[config.mk]
export PLATFORM = sky130hd
export DESIGN_NAME = rcs_top
export DESIGN_NICKNAME = d
export VERILOG_FILES = /design/src/rtl/rcs_pkg.sv /design/src/rtl/rcs_watchdog.sv /design/src/rtl/rcs_clk_switch.sv /design/src/rtl/rcs_top.sv
export VERILOG_INCLUDE_DIRS = /design/src /design/src/rtl
export SDC_FILE = /design/constraint.sdc
export NUM_CORES = 1
export LEC_CHECK = 0
export CAP_MARGIN = 5
export CORE_AREA = 2 2 145 147
export DETAILED_ROUTE_END_ITERATION = 8
export DIE_AREA = 0 0 147 149
export DONT_BUFFER_PORTS = 1
export SLEW_MARGIN = 0
export SYNTH_ARGS = -nofsm -noshare
export SYNTH_HDL_FRONTEND = slang
export SYNTH_SLANG_ARGS = --single-unit
[constraint.sdc]
create_clock -name clk_i -period 2.1 [get_ports clk_i]
set_input_delay 0.42 -clock clk_i [delete_from_list [all_inputs] [get_ports clk_i]]
set_output_delay 0.42 -clock clk_i [all_outputs]
set_load 0.02 [all_outputs]
[src/rtl/rcs_defines.svh]
`ifndef RCS_DEFINES_SVH
`define RCS_DEFINES_SVH
// Function
// Brown-out cannot reset the device until software enables it.
// Brown-out raises an interrupt, or a reset when the enable bit is set.
// Brown-out reset acts like the external reset, held until supply recovers.
// Reset cause shows a brown-out was the source of the last reset.
// Three peripheral reset registers, one bit each; set then clear resets it.
// Peripheral reset bit positions match clock gating bit positions.
// Software peripheral reset asserts resets of every clock domain of the unit.
// System reset request resets the whole system including the core.
// Software or watchdog request asserts internal reset, then releases it.
// Watchdog interrupts on first time-out and resets on second.
// After first time-out the 32-bit counter reloads from the load value.
// Watchdog resets only if zero reached again, interrupt uncleared, reset enabled.
// Regulator voltage follows the adjust field within 2.25 V to 2.75 V.
// The 12 MHz internal oscillator is selected during and after power-on reset.
// Software enables main oscillator and waits for it before switching to it.
// System clock comes from any oscillator, the PLL, or internal osc over four.
// Bypassed source field: 0 main, 1 internal, 2 internal/4, 3 the 30 kHz osc.
// Only the main oscillator feeds the PLL; PLL used when not bypassed, field 0.
// With bypass set, extended field value 7 selects the real-time oscillator.
// Cause bits are sticky; power-on or pin reset clears all other bits.
// When the extended clock config is in use its fields take precedence.
// Peripheral reset is held while its control bit stays set.
// Clock source switching is glitch free.

// Peripheral reset registers and their width
`define RCS_PRST_REGS      3
`define RCS_PRST_BITS      32
// Clock domains per peripheral unit
`define RCS_DOMAINS        2
// Reset cause bit positions
`define RCS_CAUSE_EXT      0
`define RCS_CAUSE_POR      1
`define RCS_CAUSE_BOR      2
`define RCS_CAUSE_WDT      3
`define RCS_CAUSE_SW       4
`define RCS_CAUSE_W        5
// Internal reset pulse length for software and watchdog requests
`define RCS_RST_PULSE_NS   500
`define RCS_RST_PULSE_CYC  ((`RCS_RST_PULSE_NS + 49) / 50)
// Regulator adjust codes: 0x00 is 2.50 V, steps of 50 mV, 2.25 V .. 2.75 V
`define RCS_VOLTAGE_ADJUST_W         6
`define RCS_VOLTAGE_ADJUST_RESET     6'h00
`define RCS_VOLTAGE_ADJUST_MIN       6'h1B
`define RCS_VOLTAGE_ADJUST_MAX       6'h05
// Source select codes
`define RCS_SRC_MAIN       3'h0
`define RCS_SRC_INT        3'h1
`define RCS_SRC_INT4       3'h2
`define RCS_SRC_LF         3'h3
`define RCS_SRC_RTC        3'h7
// Clock select index (binary mux position)
`define RCS_NCLK           6
`define RCS_CLK_PLL        3'h5
`define RCS_WDT_RESET      32'hFFFF_FFFF
`endif

[src/rtl/rcs_pkg.sv]
package rcs_pkg;
	typedef enum logic [1:0] {
		RCS_IDLE,
		RCS_HOLD,
		RCS_RELEASE
	} rcs_rst_state_t;

	typedef enum logic [1:0] {
		RCS_WD_COUNT,
		RCS_WD_ARMED,
		RCS_WD_FIRED
	} rcs_wd_state_t;
endpackage : rcs_pkg

[src/rtl/rcs_watchdog.sv]
`include "rcs_defines.svh"
module rcs_watchdog (
	input  wire logic        clk_i,       // System clock
	input  wire logic        srst_i,      // Synchronous reset
	input  wire logic        enable_i,    // Counting enabled
	input  wire logic        rst_en_i,    // Reset output enabled
	input  wire logic [31:0] load_i,      // Reload value
	input  wire logic        reload_i,    // Software service, reloads counter
	input  wire logic        int_clr_i,   // Clear first time-out interrupt
	output logic             irq_o,       // First time-out interrupt
	output logic             reset_req_o  // Second time-out reset request pulse
);
	logic [31:0]               count;
	logic [31:0]               next_count;
	logic                      next_irq;
	logic                      next_reset_req;
	rcs_pkg::rcs_wd_state_t    state;
	rcs_pkg::rcs_wd_state_t    next_state;
	logic                      zero;

	assign zero = (count == 32'h0000_0000);

	always_comb begin
		next_count     = count;
		next_irq       = irq_o;
		next_reset_req = 1'b0;
		next_state     = state;
		if (reload_i) begin
			next_count = load_i;
		end else if (enable_i) begin
			if (zero) begin
				next_count = load_i;
				if (irq_o && rst_en_i) begin
					next_reset_req = 1'b1;
				end
				next_irq = 1'b1;
			end else begin
				next_count = count - 32'h0000_0001;
			end
		end
		// Set wins over clear so a time-out is never lost
		if (int_clr_i && !(enable_i && zero && !reload_i)) begin
			next_irq = 1'b0;
		end
		next_state = next_irq ? rcs_pkg::RCS_WD_ARMED : rcs_pkg::RCS_WD_COUNT;
		if (next_reset_req) begin
			next_state = rcs_pkg::RCS_WD_FIRED;
		end
	end

	always_ff @(posedge clk_i) begin
		if (srst_i) begin
			count       <= `RCS_WDT_RESET;
			irq_o       <= 1'b0;
			reset_req_o <= 1'b0;
			state       <= rcs_pkg::RCS_WD_COUNT;
		end else begin
			count       <= next_count;
			irq_o       <= next_irq;
			reset_req_o <= next_reset_req;
			state       <= next_state;
		end
	end
endmodule : rcs_watchdog

[src/rtl/rcs_clk_switch.sv]
`include "rcs_defines.svh"
// Glitch-free clock select. Sources are modelled as clock-enable style levels sampled
// on clk_i; a switch waits for the old source to be low before the new one is taken.
module rcs_clk_switch (
	input  wire logic                   clk_i,   // System clock
	input  wire logic                   srst_i,  // Synchronous reset
	input  wire logic [`RCS_NCLK-1:0]   src_i,   // Source levels
	input  wire logic [2:0]             sel_i,   // Requested source index
	output logic                        clk_o,   // Selected clock level
	output logic [2:0]                  cur_o    // Source index in use
);
	logic [2:0] next_cur;
	logic       next_clk;

	always_comb begin
		next_cur = cur_o;
		next_clk = src_i[cur_o];
		// Only hand over while both old and new are low: no shortened pulse
		if (sel_i != cur_o && !src_i[cur_o] && !src_i[sel_i]) begin
			next_cur = sel_i;
			next_clk = 1'b0;
		end
	end

	always_ff @(posedge clk_i) begin
		if (srst_i) begin
			cur_o <= `RCS_SRC_INT;
			clk_o <= 1'b0;
		end else begin
			cur_o <= next_cur;
			clk_o <= next_clk;
		end
	end
endmodule : rcs_clk_switch

[src/rtl/rcs_top.sv]
`include "rcs_defines.svh"
module rcs_top (
	input  wire logic                    clk_i,                 // 20 MHz system clock
	input  wire logic                    srst_i,                // Synchronous reset
	input  wire logic                    por_i,                 // Power-on reset level
	input  wire logic                    ext_rst_n_i,           // External reset pin, low
	input  wire logic                    brownout_i,            // Brown-out detector level
	input  wire logic                    brownout_reset_enable_i, // Brown-out may reset
	input  wire logic                    system_reset_request_i, // Software system reset
	input  wire logic                    cause_clr_i,           // Clear all cause bits
	input  wire logic [`RCS_PRST_BITS-1:0] prst0_i,             // Peripheral reset reg 0
	input  wire logic [`RCS_PRST_BITS-1:0] prst1_i,             // Peripheral reset reg 1
	input  wire logic [`RCS_PRST_BITS-1:0] prst2_i,             // Peripheral reset reg 2
	input  wire logic                    wdt_enable_i,          // Watchdog counting
	input  wire logic                    wdt_rst_en_i,          // Watchdog reset enable
	input  wire logic [31:0]             watchdog_reload_value_i, // Watchdog load
	input  wire logic                    wdt_service_i,         // Watchdog reload strobe
	input  wire logic                    wdt_int_clr_i,         // Watchdog int clear
	input  wire logic [`RCS_VOLTAGE_ADJUST_W-1:0]  voltage_adjust_i,      // Regulator adjust
	input  wire logic                    bypass_i,              // Basic bypass bit
	input  wire logic [1:0]              osc_source_select_i,   // Basic source field
	input  wire logic                    use_ext_cfg_i,         // Extended config in use
	input  wire logic                    bypass_ext_i,          // Extended bypass bit
	input  wire logic [2:0]              osc_source_select_ext_i, // Extended field
	input  wire logic                    main_osc_i,            // Main oscillator level
	input  wire logic                    internal_osc_i,        // 12 MHz osc level
	input  wire logic                    lf_osc_i,              // 30 kHz osc level
	input  wire logic                    rtc_osc_i,             // Real-time osc level
	input  wire logic                    pll_i,                 // PLL output level
	output logic                         core_rst_o,            // Internal core reset
	output logic                         periph_rst_o,          // Internal periph reset
	output logic                         brownout_irq_o,        // Brown-out interrupt
	output logic                         wdt_irq_o,             // Watchdog interrupt
	output logic [`RCS_CAUSE_W-1:0]      reset_cause_o,         // Reset cause bits
	output logic [`RCS_PRST_REGS*`RCS_PRST_BITS*`RCS_DOMAINS-1:0] prst_domain_o, // Unit resets
	output logic [`RCS_VOLTAGE_ADJUST_W-1:0]       regulator_control_o,   // Applied adjust code
	output logic                         system_clock_o,        // Selected clock level
	output logic [2:0]                   clk_src_o,             // Source index in use
	output logic                         pll_ref_main_o         // PLL reference is main osc
);
	localparam int NP = `RCS_PRST_REGS * `RCS_PRST_BITS;

	rcs_pkg::rcs_rst_state_t        state;
	rcs_pkg::rcs_rst_state_t        next_state;
	logic [7:0]                     cnt;
	logic [7:0]                     next_cnt;
	logic                           next_core_rst;
	logic                           next_brownout_irq;
	logic [`RCS_CAUSE_W-1:0]        next_cause;
	logic [NP*`RCS_DOMAINS-1:0]     next_prst;
	logic [`RCS_VOLTAGE_ADJUST_W-1:0]         next_voltage_adjust;
	logic [NP-1:0]                  prst_all;
	logic                           wdt_req;
	logic                           wdt_irq;
	logic                           bor_rst;
	logic                           hard_rst;
	logic                           pin_rst;
	logic                           eff_bypass;
	logic [2:0]                     eff_src;
	logic [2:0]                     sel_idx;
	logic                           int_div4;
	logic [1:0]                     div_cnt;
	logic [`RCS_NCLK-1:0]           src_vec;

	// Adjust codes wrap around 2.50 V; out-of-range codes would leave 2.25..2.75 V
	function automatic logic voltage_adjust_ok(input logic [`RCS_VOLTAGE_ADJUST_W-1:0] v);
		voltage_adjust_ok = (v <= `RCS_VOLTAGE_ADJUST_MAX) || (v >= `RCS_VOLTAGE_ADJUST_MIN);
	endfunction : voltage_adjust_ok

	// Maps the effective bypass and source fields to a mux index
	function automatic logic [2:0] clk_index(input logic byp, input logic [2:0] src);
		clk_index = `RCS_SRC_INT;
		if (!byp) begin
			clk_index = (src == `RCS_SRC_MAIN) ? `RCS_CLK_PLL : `RCS_SRC_INT;
		end else begin
			unique case (src)
				`RCS_SRC_MAIN: clk_index = `RCS_SRC_MAIN;
				`RCS_SRC_INT:  clk_index = `RCS_SRC_INT;
				`RCS_SRC_INT4: clk_index = `RCS_SRC_INT4;
				`RCS_SRC_LF:   clk_index = `RCS_SRC_LF;
				`RCS_SRC_RTC:  clk_index = 3'h4;
				default:       clk_index = `RCS_SRC_INT;
			endcase
		end
	endfunction : clk_index

	assign pin_rst  = por_i || !ext_rst_n_i;
	assign bor_rst  = brownout_i && brownout_reset_enable_i;
	// Brown-out joins the pin path and holds for as long as brownout_i is high
	assign hard_rst = pin_rst || bor_rst;
	assign prst_all = {prst2_i, prst1_i, prst0_i};

	// Extended fields win when in use
	assign eff_bypass = use_ext_cfg_i ? bypass_ext_i : bypass_i;
	assign eff_src    = use_ext_cfg_i ? osc_source_select_ext_i
	                                  : {1'b0, osc_source_select_i};
	assign sel_idx    = clk_index(eff_bypass, eff_src);
	assign src_vec    = {pll_i, rtc_osc_i, lf_osc_i, int_div4, internal_osc_i, main_osc_i};

	rcs_watchdog u_wdt (
		.clk_i       (clk_i),
		.srst_i      (srst_i || por_i),
		.enable_i    (wdt_enable_i),
		.rst_en_i    (wdt_rst_en_i),
		.load_i      (watchdog_reload_value_i),
		.reload_i    (wdt_service_i),
		.int_clr_i   (wdt_int_clr_i),
		.irq_o       (wdt_irq),
		.reset_req_o (wdt_req)
	);

	rcs_clk_switch u_clk (
		.clk_i  (clk_i),
		.srst_i (srst_i || por_i),
		.src_i  (src_vec),
		.sel_i  (sel_idx),
		.clk_o  (system_clock_o),
		.cur_o  (clk_src_o)
	);

	// Internal oscillator divide-by-four, counted on its rising levels
	logic int_prev;
	logic [1:0] next_div_cnt;
	always_comb begin
		next_div_cnt = div_cnt;
		if (internal_osc_i && !int_prev) begin
			next_div_cnt = div_cnt + 2'h1;
		end
	end
	assign int_div4 = div_cnt[1];

	always_ff @(posedge clk_i) begin
		if (srst_i) begin
			div_cnt  <= 2'h0;
			int_prev <= 1'b0;
		end else begin
			div_cnt  <= next_div_cnt;
			int_prev <= internal_osc_i;
		end
	end

	// Reset sequencer, cause register, peripheral resets and regulator
	always_comb begin
		next_state        = state;
		next_cnt          = cnt;
		next_core_rst     = core_rst_o;
		next_cause        = reset_cause_o;
		next_brownout_irq = brownout_irq_o;
		next_voltage_adjust         = regulator_control_o;
		next_prst         = '0;

		if (cause_clr_i) begin
			next_cause = '0;
		end

		unique case (state)
			rcs_pkg::RCS_IDLE: begin
				next_core_rst = 1'b0;
				if (system_reset_request_i || wdt_req) begin
					next_state    = rcs_pkg::RCS_HOLD;
					// The release cycle adds one, so load one short of the pulse
					next_cnt      = 8'(`RCS_RST_PULSE_CYC - 1);
					next_core_rst = 1'b1;
				end
			end
			rcs_pkg::RCS_HOLD: begin
				next_core_rst = 1'b1;
				if (cnt <= 8'h01) begin
					next_state = rcs_pkg::RCS_RELEASE;
				end else begin
					next_cnt = cnt - 8'h01;
				end
			end
			rcs_pkg::RCS_RELEASE: begin
				next_core_rst = 1'b0;
				next_state    = rcs_pkg::RCS_IDLE;
			end
		endcase

		if (system_reset_request_i) begin
			next_cause[`RCS_CAUSE_SW] = 1'b1;
		end
		if (wdt_req) begin
			next_cause[`RCS_CAUSE_WDT] = 1'b1;
		end

		if (hard_rst) begin
			next_state    = rcs_pkg::RCS_HOLD;
			next_cnt      = 8'(`RCS_RST_PULSE_CYC - 1);
			next_core_rst = 1'b1;
			if (bor_rst) begin
				next_cause[`RCS_CAUSE_BOR] = 1'b1;
			end
			if (por_i) begin
				next_cause = '0;
				next_cause[`RCS_CAUSE_POR] = 1'b1;
			end
			if (!ext_rst_n_i) begin
				if (!por_i) begin
					next_cause = '0;
				end
				next_cause[`RCS_CAUSE_EXT] = 1'b1;
			end
		end

		// Brown-out interrupt when resetting is not enabled; set wins over clear
		if (brownout_i && !brownout_reset_enable_i) begin
			next_brownout_irq = 1'b1;
		end else if (cause_clr_i || !brownout_i) begin
			next_brownout_irq = 1'b0;
		end

		// Each peripheral bit drives the resets of all its clock domains
		for (int i = 0; i < NP; i++) begin
			for (int d = 0; d < `RCS_DOMAINS; d++) begin
				next_prst[i*`RCS_DOMAINS+d] = prst_all[i] || next_core_rst;
			end
		end

		// Only in-range adjust codes are applied to the regulator
		if (voltage_adjust_ok(voltage_adjust_i)) begin
			next_voltage_adjust = voltage_adjust_i;
		end
	end

	always_ff @(posedge clk_i) begin
		if (srst_i) begin
			state               <= rcs_pkg::RCS_IDLE;
			cnt                 <= 8'h00;
			core_rst_o          <= 1'b0;
			periph_rst_o        <= 1'b0;
			reset_cause_o       <= '0;
			brownout_irq_o      <= 1'b0;
			wdt_irq_o           <= 1'b0;
			prst_domain_o       <= '0;
			regulator_control_o <= `RCS_VOLTAGE_ADJUST_RESET;
			pll_ref_main_o      <= 1'b1;
		end else begin
			state               <= next_state;
			cnt                 <= next_cnt;
			core_rst_o          <= next_core_rst;
			periph_rst_o        <= next_core_rst;
			reset_cause_o       <= next_cause;
			brownout_irq_o      <= next_brownout_irq;
			wdt_irq_o           <= wdt_irq;
			prst_domain_o       <= next_prst;
			regulator_control_o <= next_voltage_adjust;
			pll_ref_main_o      <= 1'b1;
		end
	end
endmodule : rcs_top

==> out/results.ini <==
[sta]
clock-skew-final_ns=0.0139
achievable-frequency_ghz=0.444
slew_violations=0
worst_slew_pin_slew_ns=0.667
rsz0062_at_grt=yes
timing.hold.ws_ns=0.0647
max_slew_margin_vs_limit_pct=55.5
timing.final.crit_period_ns=2.25
post-route-worst-setup-slack_ns=-0.150
report.final.hold_viol_count=0
finalSetupViolations=27
final.period_utilization_pct=107

[clocking]
clockBufferDepth=2
htree_levels=4
cts_tree=yes
insertion_delay_ns=0.42
postCtsHoldBufs=0
tritoncts_num_sinks=161
cts_buffers=17
cts.root.buffer_cell=clkbuf_16
cts.reportedPaths.clkPinSlew_ns=0.07

[power]
static-leakage-power_nw=3.59
power_per_cell_area_nw_per_um2=898
vdd.ir_drop.worst_mv=0.509
post_layout_power_w=0.00773

[die]
core.rowCount=53
start_util_pct=35.5
pin_count=371
core_area_um2=20600
die-width_um=147
die_y_um=149
dieArea_um2=21900

[job]
max_cap_viol_count=0

[grt]
gr-total-overflow=0
initial_antenna_violation_count=0
grt_first_pass_wirelength_um=32800
vias_in_the_first_global_route=5451
grt_use_total_pct=19.8
grt_start_max_net_pins=117

[yosys]
yosys_warnings=0
synth_top_cell_area_share_pct=44.2
synth_seq_cells=161
postSynth.asyncResetShare_pct=0
yosysTopAreaCell=dfxtp_1
synth_area_um2=7300
synth-edff-count=0
synth_area_per_cell_um2=8.25
seq_area_frac_synth_pct=44.2
mappedNetlistNets=1049
yosys-top-cells-area=dfxtp_1, buf_4, o21ai_0
synthCells=884
ys_types=62
synth_ff_type=dfxtp_1

[place]
gp_congestion=0.914
dpl.hpwl_um=16500
place.port_buffers=0
placed_area_um2=7380
placed_cells_incl_taps=1092

[critical_path]
worst-path-max-fanout=6
startpoint_type=flop
timing.critical_path.max_delay_family=simple AND/OR/NAND/NOR gates
critPathCaptureType=flop
critPathMaxStageDelay_ns=0.53
crit_path_top_delay_cell=or4_4
path_cells=or4_4, and4bb_2, nand4_1, buf_6, buf_4, nor3_2, a41o_1, o21ai_1
required_ns=2.40
cp.buffers_inverters=2
cp_num_cells=8
worst-r2r-cell-count=8
worstSetupPathType=flop to flop
critPathArrivalTime_ns=2.55

[finish]
fin_nets=1018
multi_input_area_um2=3120
final.fill_count=2049
most_frequent_standard_cell_in_the_layout_excluding_fill_and_tap_cells=dfxtp_1
layoutNonFillerInstCount=1141
antenna_cells=0
area_of_all_placed_cells_without_fillers_um2=8610
sequential_cell_area_um2=3230
most-common-layout-cells=dfxtp_1, o21ai_0, inv_1
area.growth.synth_to_final_pct=18.0
fin_util_pct=41.9
drive_gt1_share_pct=23.8

[route]
num_vias=5988
drt-vias-per-instance=5.25
drt-pass1-iter-count=4
wire_per_inst_um=20.2
detail_route.wirelength_um=23100
drt_iter0_drc=351
drt_drc_violations_left=0
route.antenna.remaining_nets=0

[status]
status=finished with violations
failed_checks=negative setup slack

[min_path]
hold_path_class=primary input to flop
min_path_cells=1

-- cells in the mapped netlist (all sizes together), types with 7 or more instances --
library cell,count
buf,107
a31oi,13
nand4,16
nand3,24
a22oi,8
nor2,66
or4,10
or2,7
nand2,27
xor2,7
o21ai,131
nor3,24
nor4,16
dfxtp,161
a21oi,26
clkbuf,39
inv,109
mux2i,11
-- metal layers --
layer  up-vias  global-route usage (%)  routed length (um)  share of wire, %
li1       2835                       -                   -                 -
met1      2825                    24.9                9740                42
met2       302                    31.0               10700                46
met3        26                    8.41                2270               9.8
met4         0                    5.63                 349               1.5
met5         -                       0                   0                 0
-- per-stage QoR --
step,setup slack [ns],setup TNS (ns)
finish,-0.150,-2.00
global route,-0.251,-4.77
CTS,-0.128,-2.32
detailed placement,-0.213,-2.22
global placement,-0.200,-1.55
floorplan,-0.0708,-0.571
-- sequential cells by signal, summed over array words and instances (netlist names) --
register / cells
reset_cause_o: 5
periph_rst_o: 1
cnt: 8
state: 2
u_clk.clk_o: 1
prst_domain_o: 96
div_cnt: 2
u_wdt.count: 32
u_wdt.irq_o: 1
u_clk.cur_o: 3
int_prev: 1
wdt_irq_o: 1
regulator_control_o: 6
brownout_irq_o: 1
u_wdt.reset_req_o: 1
-- cell families after synthesis --
family	synth area share [%]
compound gates	17.0
xor+xnor	0.960
fa+ha+maj	1.03
buf+inv	18.3
flops	44.2
mux	2.13
other cells	0.0514
simple gates	16.4
-- power breakdown --
part / internal (W) / switching [W] / leakage [nW]
clock network: 0.00187 / 0.00139 / 0.302
registers: 0.00326 / 0.000599 / 1.34
logic: 0.000276 / 0.000339 / 1.95
-- final timing paths --
| path | startpoint | slack (ns) | to |
|---|---|---|---|
| worst max register to register | u_wdt.count[6] | -0.15 | u_wdt.count[25] |
| worst max-delay path | u_wdt.count[6] | -0.15 | u_wdt.count[25] |
| worst min-delay path | srst_i | 0.06 | regulator_control_o[1] |
| worst min register to register | u_wdt.reset_req_o | 0.45 | reset_cause_o[3] |
-- what timing repair did --
item | in CTS | in global routing
resized for setup | 32 | 68
gates cloned | 1 | 2
setup endpoints to repair | 32 | 42
setup buffers | 9 | 8
pin swaps | 24 | 48
-- layout make-up --
| type | instances | share of cell area (%) |
|---|---|---|
| Clock inverter | 13 | 1.92 |
| Tap cell | 275 | 4.00 |
| Multi-Input combinational cell | 468 | 36.3 |
| Sequential cell | 161 | 37.5 |
| Inverter | 109 | 4.75 |
| Timing Repair Buffer | 96 | 10.3 |
| Clock buffer | 19 | 5.26 |
(Power assumes the default switching activity.)
